File: src/lsc_pkg.sv
// constants shared by the lamp switch mode control block
//
// Behaviour
// - serial output released while chip select high; driven once chip select low
// - serial output changes on serial clock rise; host samples on the fall
// - watchdog enabled while fail-safe select input high, disabled when grounded
// - after enabled watchdog timeout every unfaulted channel follows its direct input pin
// - enabled logic-supply failure makes channels follow their direct input pins
// - both supplies present gives normal; link or supply failure gives fail-safe
// - fail-safe: channels follow parallel inputs, configuration held at defaults
// - 16-bit full duplex words, most significant bit first
// - wake-up is OR of reset pin, wake pin and four input-active signals
// - fail is enabled supply failure, or watchdog timeout with select input open
// - fault is OR of channel flags, undervoltage and qualified overvoltage
// - wake-up low gives sleep mode and all four outputs off
// - wake-up, no fail, no fault gives normal mode, watchdog running if enabled
// - wake-up and fail without fault gives fail-safe mode
// - wake-up and fault gives fault mode; faulted outputs off, autoretry runs
// - after power-up start in sleep and stay there while wake sources low
// - in sleep all configuration bits act as zero
// - normal-mode status bit reads one in normal mode, zero in fail-safe
// - drive: no PWM (in and not disable) or on; PWM on and duty wave
// - fault-clear: no PWM input-active and not disable; else on bit
// - chip select rise writes addressed register; fall loads status word
// - serial input captured on serial clock fall
// - five-bit address field in each command word selects the register
// - serial clock and input ignored while chip select high
package lsc_pkg;

    localparam int unsigned CLK_PERIOD_NS = 4;
    localparam int unsigned INON_FILT_NS  = 1000;
    localparam int unsigned INON_FILT_CYC =
        (INON_FILT_NS + CLK_PERIOD_NS - 1) / CLK_PERIOD_NS;

    localparam int unsigned WORD_W  = 16;
    localparam int unsigned ADDR_W  = 5;
    localparam int unsigned DATA_W  = 10;
    localparam int unsigned CH_N    = 4;

    // command word layout
    localparam int unsigned WD_BIT   = 15;
    localparam int unsigned ADDR_LSB = 10;
    localparam int unsigned DATA_LSB = 0;

    localparam logic [ADDR_W-1:0] ADDR_CTRL = 5'h01;
    localparam logic [ADDR_W-1:0] ADDR_CFG  = 5'h02;

    // control register fields
    localparam int unsigned CTRL_ON_LSB     = 0;
    localparam int unsigned CTRL_DIRDIS_LSB = 4;
    localparam int unsigned CTRL_PWM_EN     = 8;
    localparam int unsigned CTRL_VDDF_EN    = 9;
    // config register fields
    localparam int unsigned CFG_OVERVOLTAGE_QUALIFIER      = 0;

    localparam logic [DATA_W-1:0] CTRL_RST = 10'h000;
    localparam logic [DATA_W-1:0] CFG_RST  = 10'h000;

    // status word fields
    localparam int unsigned ST_FAIL      = 0;
    localparam int unsigned ST_NM        = 1;
    localparam int unsigned ST_OV        = 2;
    localparam int unsigned ST_UV        = 3;
    localparam int unsigned ST_CHF_LSB   = 4;
    localparam int unsigned ST_OUT_LSB   = 8;
    localparam int unsigned ST_INON_LSB  = 12;

    localparam logic [4:0] BIT_CNT_FULL = 5'h10;

    typedef enum logic [1:0] {
        LSC_SLEEP,
        LSC_NORMAL,
        LSC_FAILSAFE,
        LSC_FAULT
    } lsc_mode_t;

endpackage

File: src/lsc_pin_sync.sv
// three-stage pin synchroniser with optional stability filter
`timescale 1ns/10ps
`default_nettype none
module lsc_pin_sync #(
    parameter int unsigned W    = 1,
    parameter int unsigned FILT = 1
) (
    input  wire logic         core_clk_i,
    input  wire logic         rst_n_i,
    input  wire logic [W-1:0] pin_i,
    output logic      [W-1:0] level_o,
    output logic      [W-1:0] stable_o
);

    localparam int unsigned CW = $clog2(FILT + 1) + 1;
    localparam logic [CW-1:0] CNT_MAX = CW'(FILT);

    logic [W-1:0] s1_q;
    logic [W-1:0] s2_q;
    logic [W-1:0] s3_q;
    logic [W-1:0] level_q;

    always_ff @(posedge core_clk_i or negedge rst_n_i) begin
        if (!rst_n_i) begin
            s1_q    <= '0;
            s2_q    <= '0;
            s3_q    <= '0;
            level_q <= '0;
        end else begin
            s1_q <= pin_i;
            s2_q <= s1_q;
            s3_q <= s2_q;
            for (int i = 0; i < W; i++) begin
                if (s2_q[i] == s3_q[i]) begin
                    level_q[i] <= s3_q[i];
                end
            end
        end
    end

    assign level_o = level_q;

    // =====================================================================
    // stability filter per bit
    genvar g;
    generate
        for (g = 0; g < W; g++) begin : g_filt
            logic [CW-1:0] cnt_q;
            logic          stab_q;
            always_ff @(posedge core_clk_i or negedge rst_n_i) begin
                if (!rst_n_i) begin
                    cnt_q  <= '0;
                    stab_q <= 1'b0;
                end else if (level_q[g] == stab_q) begin
                    cnt_q <= '0;
                end else if (cnt_q >= CNT_MAX - CW'(1)) begin
                    cnt_q  <= '0;
                    stab_q <= level_q[g];
                end else begin
                    cnt_q <= cnt_q + CW'(1);
                end
            end
            assign stable_o[g] = stab_q;
        end
    endgenerate

endmodule
`default_nettype wire

File: src/lsc_mode_ctrl.sv
// mode selection, output control and serial register link of the lamp switch
`timescale 1ns/10ps
`default_nettype none
module lsc_mode_ctrl #(
    parameter int unsigned FILT_CYC = lsc_pkg::INON_FILT_CYC
) (
    input  wire logic       core_clk_i,
    input  wire logic       rst_n_i,
    // serial link pins
    input  wire logic       sclk_i,
    input  wire logic       chip_select_n_i,
    input  wire logic       si_i,
    output logic            so_o,
    output logic            so_oe_n_o,
    // wake and direct pins
    input  wire logic       reset_wake_pin_i,
    input  wire logic       wake_i,
    input  wire logic [3:0] in_i,
    input  wire logic       failsafe_select_in_i,
    input  wire logic       vdd_fail_i,
    // supervision and protection inputs
    input  wire logic       wd_timeout_i,
    input  wire logic [3:0] overcurrent_flag_i,
    input  wire logic [3:0] overtemp_flag_i,
    input  wire logic [3:0] severe_short_flag_i,
    input  wire logic       undervoltage_flag_i,
    input  wire logic       overvoltage_flag_i,
    input  wire logic [3:0] duty_wave_i,
    // control outputs
    output logic [3:0]      power_output_channel_o,
    output logic [3:0]      fault_control_o,
    output logic [1:0]      mode_o,
    output logic            normal_mode_flag_o,
    output logic            wd_enable_o,
    output logic            wake_up_o,
    output logic            fail_o,
    output logic            fault_o
);

    // =====================================================================
    // pin synchronisers
    logic [3:0] in_lvl;
    logic [3:0] in_on;
    logic [7:0] misc_lvl;
    logic [7:0] misc_unused;

    lsc_pin_sync #(
        .W    (4),
        .FILT (FILT_CYC)
    ) u_in_sync (
        .core_clk_i (core_clk_i),
        .rst_n_i    (rst_n_i),
        .pin_i      (in_i),
        .level_o    (in_lvl),
        .stable_o   (in_on)
    );

    // chip select enters inverted so the reset value reads as deselected
    lsc_pin_sync #(
        .W    (8),
        .FILT (1)
    ) u_misc_sync (
        .core_clk_i (core_clk_i),
        .rst_n_i    (rst_n_i),
        .pin_i      ({vdd_fail_i, failsafe_select_in_i, wake_i,
                      reset_wake_pin_i, 1'b0, si_i, ~chip_select_n_i,
                      sclk_i}),
        .level_o    (misc_lvl),
        .stable_o   (misc_unused)
    );

    wire sclk_lvl = misc_lvl[0];
    wire csn_lvl  = ~misc_lvl[1];
    wire si_lvl   = misc_lvl[2];
    wire rstp_lvl = misc_lvl[4];
    wire wake_lvl = misc_lvl[5];
    wire fsi_lvl  = misc_lvl[6];
    wire vddf_lvl = misc_lvl[7];

    // =====================================================================
    // edge detection on the link
    logic sclk_prev_q;
    logic csn_prev_q;

    always_ff @(posedge core_clk_i or negedge rst_n_i) begin
        if (!rst_n_i) begin
            sclk_prev_q <= 1'b0;
            csn_prev_q  <= 1'b1;
        end else begin
            sclk_prev_q <= sclk_lvl;
            csn_prev_q  <= csn_lvl;
        end
    end

    wire selected  = ~csn_lvl;
    wire sclk_rise = selected & sclk_lvl & ~sclk_prev_q;
    wire sclk_fall = selected & ~sclk_lvl & sclk_prev_q;
    wire cs_fall   = ~csn_lvl & csn_prev_q;
    wire cs_rise   = csn_lvl & ~csn_prev_q;

    // =====================================================================
    // registers and mode
    lsc_pkg::lsc_mode_t mode_q;
    lsc_pkg::lsc_mode_t mode_d;

    logic [lsc_pkg::DATA_W-1:0] ctrl_q;
    logic [lsc_pkg::DATA_W-1:0] cfg_q;
    logic                       fail_q;

    wire cfg_live    = (mode_q == lsc_pkg::LSC_NORMAL) ||
                       (mode_q == lsc_pkg::LSC_FAULT && !fail_q);
    // sleep and fail-safe see defaults, i.e. zero
    wire [3:0] on_b   = cfg_live ?
        ctrl_q[lsc_pkg::CTRL_ON_LSB +: 4] : 4'h0;
    wire [3:0] dis_b  = cfg_live ?
        ctrl_q[lsc_pkg::CTRL_DIRDIS_LSB +: 4] : 4'h0;
    wire pwm_en       = cfg_live & ctrl_q[lsc_pkg::CTRL_PWM_EN];
    wire vddf_en      = ctrl_q[lsc_pkg::CTRL_VDDF_EN];
    wire overvoltage_qualifier       = cfg_live & cfg_q[lsc_pkg::CFG_OVERVOLTAGE_QUALIFIER];

    wire wd_en        = fsi_lvl;
    wire wake_up      = rstp_lvl | wake_lvl | (|in_on);
    wire fail_cond    = (vddf_lvl & vddf_en) |
                        (wd_timeout_i & wd_en);
    wire [3:0] ch_flt = overcurrent_flag_i | overtemp_flag_i |
                        severe_short_flag_i;
    wire ov_qual      = ~overvoltage_qualifier;
    wire fault        = (|ch_flt) | undervoltage_flag_i |
                        (overvoltage_flag_i & ov_qual);
    wire fail_now     = fail_q | fail_cond;

    always_comb begin
        if (!wake_up) begin
            mode_d = lsc_pkg::LSC_SLEEP;
        end else if (fault) begin
            mode_d = lsc_pkg::LSC_FAULT;
        end else if (fail_now) begin
            mode_d = lsc_pkg::LSC_FAILSAFE;
        end else begin
            mode_d = lsc_pkg::LSC_NORMAL;
        end
    end

    // =====================================================================
    // serial shift logic
    logic [lsc_pkg::WORD_W-1:0] rx_q;
    logic [lsc_pkg::WORD_W-1:0] tx_q;
    logic [4:0]                 bit_cnt_q;
    logic                       so_q;
    logic [3:0]                 out_q;
    logic [3:0]                 fctl_q;

    wire [lsc_pkg::WORD_W-1:0] status_w = {
        in_on, out_q, ch_flt, undervoltage_flag_i, overvoltage_flag_i,
        (mode_q == lsc_pkg::LSC_NORMAL), fail_q};

    wire                       word_ok = cs_rise &&
                                         (bit_cnt_q == lsc_pkg::BIT_CNT_FULL);
    wire [lsc_pkg::ADDR_W-1:0] rx_addr =
        rx_q[lsc_pkg::ADDR_LSB +: lsc_pkg::ADDR_W];
    wire [lsc_pkg::DATA_W-1:0] rx_data =
        rx_q[lsc_pkg::DATA_LSB +: lsc_pkg::DATA_W];
    wire rx_wd     = rx_q[lsc_pkg::WD_BIT];
    wire wr_allow  = word_ok && (mode_q == lsc_pkg::LSC_NORMAL ||
                                 mode_q == lsc_pkg::LSC_FAULT);
    wire wr_ctrl   = wr_allow && (rx_addr == lsc_pkg::ADDR_CTRL);
    wire wr_cfg    = wr_allow && (rx_addr == lsc_pkg::ADDR_CFG);
    wire cfg_clear = (mode_q == lsc_pkg::LSC_SLEEP) ||
                     (mode_q == lsc_pkg::LSC_FAILSAFE);

    always_ff @(posedge core_clk_i or negedge rst_n_i) begin
        if (!rst_n_i) begin
            rx_q      <= '0;
            bit_cnt_q <= '0;
        end else if (cs_fall) begin
            bit_cnt_q <= '0;
        end else if (sclk_fall) begin
            rx_q      <= {rx_q[lsc_pkg::WORD_W-2:0], si_lvl};
            if (bit_cnt_q != lsc_pkg::BIT_CNT_FULL) begin
                bit_cnt_q <= bit_cnt_q + 5'h01;
            end
        end
    end

    always_ff @(posedge core_clk_i or negedge rst_n_i) begin
        if (!rst_n_i) begin
            tx_q <= '0;
            so_q <= 1'b0;
        end else if (cs_fall) begin
            tx_q <= status_w;
            so_q <= status_w[lsc_pkg::WORD_W-1];
        end else if (sclk_rise) begin
            so_q <= tx_q[lsc_pkg::WORD_W-1];
            tx_q <= {tx_q[lsc_pkg::WORD_W-2:0], 1'b0};
        end
    end

    assign so_o      = so_q;
    assign so_oe_n_o = csn_lvl;

    // =====================================================================
    // configuration registers and fail latch
    always_ff @(posedge core_clk_i or negedge rst_n_i) begin
        if (!rst_n_i) begin
            ctrl_q <= lsc_pkg::CTRL_RST;
            cfg_q  <= lsc_pkg::CFG_RST;
        end else if (cfg_clear) begin
            ctrl_q <= lsc_pkg::CTRL_RST;
            cfg_q  <= lsc_pkg::CFG_RST;
        end else begin
            if (wr_ctrl) begin
                ctrl_q <= rx_data;
            end
            if (wr_cfg) begin
                cfg_q <= rx_data;
            end
        end
    end

    // a new failure wins over the watchdog-bit release
    // live supply failure holds the latch though its enable was cleared
    always_ff @(posedge core_clk_i or negedge rst_n_i) begin
        if (!rst_n_i) begin
            fail_q <= 1'b0;
        end else if (!wake_up) begin
            fail_q <= 1'b0;
        end else if (fail_cond) begin
            fail_q <= 1'b1;
        end else if (word_ok && rx_wd && !vddf_lvl) begin
            fail_q <= 1'b0;
        end else if (!wd_en && !vddf_lvl) begin
            fail_q <= 1'b0;
        end
    end

    // =====================================================================
    // output drive and fault-clear qualifier
    wire [3:0] hson = pwm_en ? (on_b & duty_wave_i)
                             : ((in_lvl & ~dis_b) | on_b);
    wire [3:0] fctl = pwm_en ? on_b
                             : (in_on & ~dis_b);

    logic [3:0] out_d;
    always_comb begin
        unique case (mode_q)
            lsc_pkg::LSC_SLEEP:    out_d = 4'h0;
            lsc_pkg::LSC_NORMAL:   out_d = hson;
            lsc_pkg::LSC_FAILSAFE: out_d = in_lvl;
            lsc_pkg::LSC_FAULT:    out_d = (fail_q ? in_lvl : hson)
                                           & ~ch_flt;
        endcase
    end

    always_ff @(posedge core_clk_i or negedge rst_n_i) begin
        if (!rst_n_i) begin
            mode_q <= lsc_pkg::LSC_SLEEP;
            out_q  <= 4'h0;
            fctl_q <= 4'h0;
        end else begin
            mode_q <= mode_d;
            out_q  <= out_d;
            fctl_q <= (mode_q == lsc_pkg::LSC_SLEEP) ? 4'h0 : fctl;
        end
    end

    assign power_output_channel_o = out_q;
    assign fault_control_o        = fctl_q;
    assign mode_o                 = mode_q;
    assign normal_mode_flag_o     = (mode_q == lsc_pkg::LSC_NORMAL);
    assign wd_enable_o            = wd_en &
                                    (mode_q == lsc_pkg::LSC_NORMAL);
    assign wake_up_o              = wake_up;
    assign fail_o                 = fail_q;
    assign fault_o                = fault;

endmodule
`default_nettype wire

File: config.mk
export PLATFORM = sky130hd
export DESIGN_NAME = lsc_mode_ctrl
export DESIGN_NICKNAME = d
export VERILOG_FILES = /design/src/lsc_pkg.sv /design/src/lsc_pin_sync.sv /design/src/lsc_mode_ctrl.sv
export SDC_FILE = /design/constraint.sdc
export NUM_CORES = 1
export LEC_CHECK = 0
export BUFFER_PORTS_ARGS = -buffer_cell sky130_fd_sc_hd__buf_2
export CAP_MARGIN = 10
export CORE_MARGIN = 2
export CORE_UTILIZATION = 40
export CTS_BUF_LIST = sky130_fd_sc_hd__clkbuf_8 sky130_fd_sc_hd__clkbuf_16
export DETAILED_ROUTE_END_ITERATION = 16
export HOLD_SLACK_MARGIN = 0.02
export PLACE_DENSITY_LB_ADDON = 0.2
export SLEW_MARGIN = 20
export SYNTH_ARGS = -nofsm -noshare
export SYNTH_HDL_FRONTEND = slang
export SYNTH_SLANG_ARGS = --single-unit
File: constraint.sdc
create_clock -name core_clk_i -period 3.5 [get_ports core_clk_i]
set_clock_uncertainty 0.05 [all_clocks]
set_input_delay 0.525 -clock core_clk_i [delete_from_list [all_inputs] [get_ports core_clk_i]]
set_output_delay 0.525 -clock core_clk_i [all_outputs]
set_load 0.03 [all_outputs]
==> out/qor.yml, run 1 <==
track_usage_pct: 15.18
cts_resized: 0
start_kind: "register"
rows: 44
fillers: 1289
drtAntennaViolNets: 0
start_util_pct: 40.64
pwr-share-seq_pct: 47.5
holdBufCountCts: 0
gp_congestion: 0.8035
syn_avg_cell_area_sq_um: 11.84
holdCritPathClass: "in2async"
clk_pin_slew_ps: 60
slew_headroom_pct: 40.39
status: "finished, final reports clean"
die_x_um: 125.3
setup_viol: 0
io_pins: 49
crit_type: "reg2out"
area_growth_pct: 17.86
required_ps: 2920
cp_slowest_cell: "a2111oi_4"
clk_path_buf_depth: 2
dominantRegCellSynth: "dfrtp_1"
root_buffer: "clkbuf_16"
critPathMaxStageDelay_ps: 420
power.switching_mw: 1.083
fmax_ghz: 0.3617
worstPathArrival_ps: 2190
rsz0062_at_grt: "false"
yosysSeqAreaShare_pct: 62.11
syn_area_sq_um: 5884
routed_wl_um: 11110
yosys.area.top_type: "dfrtp_1"
vias_per_cell: 5.075
drt-wirelength-per-cell_um: 14.81
hold_viol: 0
crit_fanout: 27
worstSetupStartpoint: "mode_o[0]"
cpMostUsedCell: "buf_4"
grt_pass1_vias: 3768
final_net_count: 595
cts_buffers: 17
postSynthCellCount: 497
endpoint_kind: "primary output"
antenna_found_initial: 0
timing.final.crit_share_pct: 79.00
worst_ir_drop_vdd_v: 0.0003652
synthDistinctLibCells: 51
htree_num_levels: 4
min_period_ps: 2765
p_int_mw: 3.140
die_area_sq_um: 15700
p_clk_share_pct: 42.1
grt_max_degree: 66
stdcell_count: 750
final_cell_mix: "145 x dfrtp_1, 75 x nor2_1, 47 x buf_2"
comb_power_share_pct: 10.4
synth_edf_count: 0
firstDrtPassIters: 4
vias: 3806
cts_tree: "done"
dpl.hpwl_um: 7518
insertion_delay_ps: 420
die_h_um: 125.3
drv_slew: 0
synth-seq-cells: 146
cellLeakagePower_nw: 3.122
synth_top_cells_by_area: "dfrtp_1 62%, nor2_1 4.8%, mux2_2 3.8%, mux2i_1 2.6%, o21ai_0 2.5%"
cts_sinks: 146
synth.top_cell.area_share_pct: 61.66
first_iter_violations: 225
route.detailed.drc: 0
cap_violations: 0
swShare_pct: 25.65
grt_pass1_wl_um: 18770
portBuffers: 48
powerDensity_nw_per_um2: 609.0
reg2reg_from: "u_misc_sync.level_o[1]"
tightest_slew_ps: 894.1
synth.yosys.warnings: 0
setup_tns_ps: 0
postCtsSetupBuffers: 0
overflow: 0
drive_above_1_share_pct: 19.96
cp_cell_sequence: "buf_4, a21boi_0, buf_4, nand2_1, a2111oi_4, inv_1, buf_2"
async_flop_share_pct: 100.0
mostFrequentLayoutCell: "dfrtp_1"
diodes: 0
design.core.area_sq_um: 14480
dp.cells: 718
synthesized netlist by cell type (8+ instances only):
cell	instances
dfrtp_1	145
nor2_1	75
nand2_1	36
o21ai_0	29
mux2_2	20
nand3_1	17
xnor2_1	16
inv_1	15
mux2i_1	15
clkbuf_1	14
xor2_1	12
maj3_1	11
ha_1	10
a221o_1	8
nand4_1	8
metal layers:
layer | routed length, um | vias up | track usage [%]
li1 | - | 1825 | -
met1 | 5312 | 1904 | 20.78
met2 | 5132 | 62 | 22.51
met3 | 480 | 15 | 4.835
met4 | 181 | 0 | 6.275
met5 | 0 | - | 0
state kept, by name (all words and copies together) (netlist names), 5 cells and up:
| name | flops |
|---|---|
| u_in_sync.g_filt.cnt_q | 36 |
| rx_q | 16 |
| tx_q | 16 |
| ctrl_q | 10 |
| u_misc_sync.level_o | 7 |
| u_misc_sync.s1_q | 7 |
| u_misc_sync.s2_q | 7 |
| u_misc_sync.s3_q | 7 |
| bit_cnt_q | 5 |
path summary, 6_finish.rpt:
path	to	slack (ps)	cells after the start
worst max-delay path	fault_o	730	7
worst min-delay path	u_in_sync.g_filt[2].cnt_q[4]	40	1
worst max register to register	rx_q[9]	1460	3
worst min register to register	u_in_sync.s2_q[1]	300	0
max in group asynchronous	csn_prev_q	2550	2
min in group core_clk_i	u_in_sync.s1_q[0]	150	1
per-stage QoR:
step	cell area (sq um)	power (mW)	hold WS (ps)	utilization (%)	worst slack, ps
finish	6935	4.223	38.53	47.90	735.0
floorplan	5896	2.303	179.4	-	1081
global route	6935	4.420	85.51	47.90	607.0
global placement	6345	2.459	281.8	43.82	834.7
detailed placement	6345	2.481	286.3	43.82	835.2
CTS	6935	4.280	55.36	47.90	715.3
power by group through the flow:
stage	clock network [mW]	registers, mW	logic (mW)
final	1.78	2.01	0.438
after global routing	1.89	2.03	0.494
after CTS	1.82	2.01	0.446
after detailed placement	0	2.04	0.443
after global placement	0	2.03	0.428
after floorplan	0	2.02	0.284
final cells by class:
class / instances / area [sq um] / share of cell area, %
Clock inverter: 13 / 137.6 / 1.984
Sequential cell: 146 / 3655 / 52.70
Tap cell: 184 / 230.2 / 3.320
Multi-Input combinational cell: 319 / 2103 / 30.33
Clock buffer: 19 / 452.9 / 6.531
Inverter: 16 / 60.06 / 0.8660
Timing Repair Buffer: 53 / 296.5 / 4.276
kinds of logic after synthesis:
family | count (synthesis) | share of synthesized area, %
muxes | 35 | 6.379
buffers and inverters | 35 | 2.339
AOI/OAI and AO/OA | 64 | 7.719
xor gates and xnor gates | 28 | 4.167
and+or+nand+nor | 167 | 13.23
adders and majority gates | 21 | 3.998
DFF | 146 | 62.11
other | 1 | 0.06373
critical path: cells and delay by family, from the launching register on:
| kind | cells | cell delay, ps |
|---|---|---|
| AO/OA/AOI/OAI | 2 | 630 |
| buffers and inverters | 4 | 710 |
| flip-flops | 1 | 320 |
| AND/OR/NAND/NOR | 1 | 110 |
Power figures use the tool's default switching activity.
==> run 2: changes to the inputs <==
==> constraint.sdc (replaced) <==
create_clock -name core_clk_i -period 2.6 [get_ports core_clk_i]
set_clock_uncertainty 0.05 [all_clocks]
set_input_delay 0.39 -clock core_clk_i [delete_from_list [all_inputs] [get_ports core_clk_i]]
set_output_delay 0.39 -clock core_clk_i [all_outputs]
set_load 0.03 [all_outputs]
==> run 2 against run 1 <==
Compared with the run above: wire length grew 0.13%; clock power grew 52%; flip-flop and latch count is the same.
==> out/qor.yml, run 2 (same netlist as run 1, synthesis figures left out) <==
status: "finished, final reports clean"  # unchanged
cap_violations: 0  # unchanged
antenna_found_initial: 0  # unchanged
largest_reg_flops: 36  # unchanged
top_usage_layer: "met2"  # unchanged
holdBufCountCts: 11  # was 0
grt_max_degree: 60  # was 66
final_net_count: 612  # was 595
insertion_delay_ps: 420  # about the same
drive_above_1_share_pct: 20.75  # was 19.96%
io_pins: 49  # unchanged
rrSetupSlack_ps: 730  # was 1460 ps
vias_per_cell: 4.990  # was 5.075
diodes: 0  # unchanged
first_iter_violations: 204  # was 225
grt.met1_usage_pct: 20.38  # was 20.78%
route.detailed.drc: 0  # unchanged
grt_pass1_vias: 3897  # was 3768
die_h_um: 125.3  # unchanged
cts_buffers: 17  # unchanged
track_usage_pct: 15.34  # was 15.18%
portBuffers: 48  # unchanged
powerDensity_nw_per_um2: 839.7  # was 609.0 nW/um^2
largest-register: "u_in_sync.g_filt.cnt_q"  # unchanged
crit_fanout: 9  # was 27
clk_path_buf_depth: 2  # unchanged
area_growth_pct: 21.73  # was 17.86%
vias: 3827  # was 3806
holdCritPathClass: "in2reg"  # was in2async
routed_wl_um: 11120  # was 11110 um
overflow: 0  # unchanged
postCtsSetupBuffers: 0  # unchanged
worst_slack_ps: 202.0  # was 735.0 ps
stdcell_count: 767  # was 750
worstPathArrival_ps: 1960  # was 2190 ps
cts_resized: 0  # unchanged
cts_tree: "done"  # unchanged
die_x_um: 125.3  # unchanged
final_cell_mix: "145 x dfrtp_1, 75 x nor2_1, 47 x buf_2"  # unchanged
cellLeakagePower_nw: 3.230  # was 3.122 nW
root_buffer: "clkbuf_16"  # unchanged
design.core.area_sq_um: 14480  # unchanged
setup_viol: 0  # unchanged
use_met3_pct: 5.049  # was 4.835%
start_kind: "register"  # unchanged
dp.cells: 724  # was 718
hold_viol: 0  # unchanged
firstDrtPassIters: 4  # unchanged
tightest_slew_ps: 542.9  # was 894.1 ps
worst_ir_drop_vdd_v: 0.0004895  # was 0.0003652 V
setup_tns_ps: 0  # unchanged
required_ps: 2160  # was 2920 ps
fin_area_sq_um: 7163  # was 6935 sq um
mostFrequentLayoutCell: "dfrtp_1"  # unchanged
reg.largest.list: "u_in_sync.g_filt.cnt_q (36), rx_q (16), tx_q (16)"  # unchanged
fmax_ghz: 0.4170
min_period_ps: 2398
start_util_pct: 40.64  # unchanged
timing.final.crit_share_pct: 92.23
rsz0062_at_grt: "false"  # unchanged
dp_slack_ps: 198.8  # was 835.2 ps
post-route-util_pct: 49.47  # was 47.90%
dpl.hpwl_um: 7715  # was 7518 um
grt_pass1_wl_um: 19060  # was 18770 um
clk_pin_slew_ps: 60  # about the same
drt-wirelength-per-cell_um: 14.50  # was 14.81 um
slew_headroom_pct: 63.81  # was 40.39%
htree_num_levels: 4  # unchanged
fillers: 1300  # was 1289
crit_type: "reg2out"  # unchanged
gp_congestion: 0.7822  # was 0.8035
drtAntennaViolNets: 0  # unchanged
post_dp_cell_area_sq_um: 6390  # was 6345 sq um
cts_sinks: 146  # unchanged
endpoint_kind: "primary output"  # unchanged
rows: 44  # unchanged
die_area_sq_um: 15700  # unchanged
drv_slew: 0  # unchanged
grtUsageMet2_pct: 23.37  # was 22.51%
## run 2: routing by layer
metal  routed length, um  part of all wire (%)
met1                5249                    47
met2                5235                    47
met3                 439                   3.9
met4                 195                   1.8
met5                   0                     0
## run 2: area by class of cell
type | instances | area [sq um] | share of cell area (%)
Sequential cell | 146 | 3655 | 51.02
Multi-Input combinational cell | 319 | 2103 | 29.36
Timing Repair Buffer | 70 | 451.7 | 6.306
Clock buffer | 18 | 439.2 | 6.131
Tap cell | 184 | 230.2 | 3.214
Clock inverter | 14 | 224.0 | 3.127
Inverter | 16 | 60.06 | 0.8384
## run 2: where the power goes
part           internal (mW)  switching (mW)
clock network           1.74           0.959
logic                  0.283           0.327
registers               2.50           0.200
## run 2: worst max-delay path: stages, from the launching register on
cell	delay [ps]
dfrtp_1	470
a21boi_0	260
nand2_1	130
a2111oi_4	430
inv_1	70
buf_2	180
## run 2: metrics by stage
step | power (mW) | hold WS [ps]
after global routing | 6.284 | 31.26
final | 6.015 | 55.38
after CTS | 6.097 | 34.19
after global placement | 3.315 | 281.3
after detailed placement | 3.349 | 285.5
after floorplan | 3.100 | 44.41
## run 2: path summary, 6_finish.rpt
| path | from | to | cells after the start |
|---|---|---|---|
| hold reg to reg | u_in_sync.s1_q[2] | u_in_sync.s2_q[2] | 0 |
| hold / removal | chip_select_n_i | u_misc_sync.s1_q[1] | 2 |
| min in group asynchronous | rst_n_i | u_in_sync.s1_q[2] | 2 |
| setup reg to reg | bit_cnt_q[0] | ctrl_q[5] | 5 |
| max in group asynchronous | rst_n_i | csn_prev_q | 3 |
| setup / recovery | fail_o | fault_o | 5 |
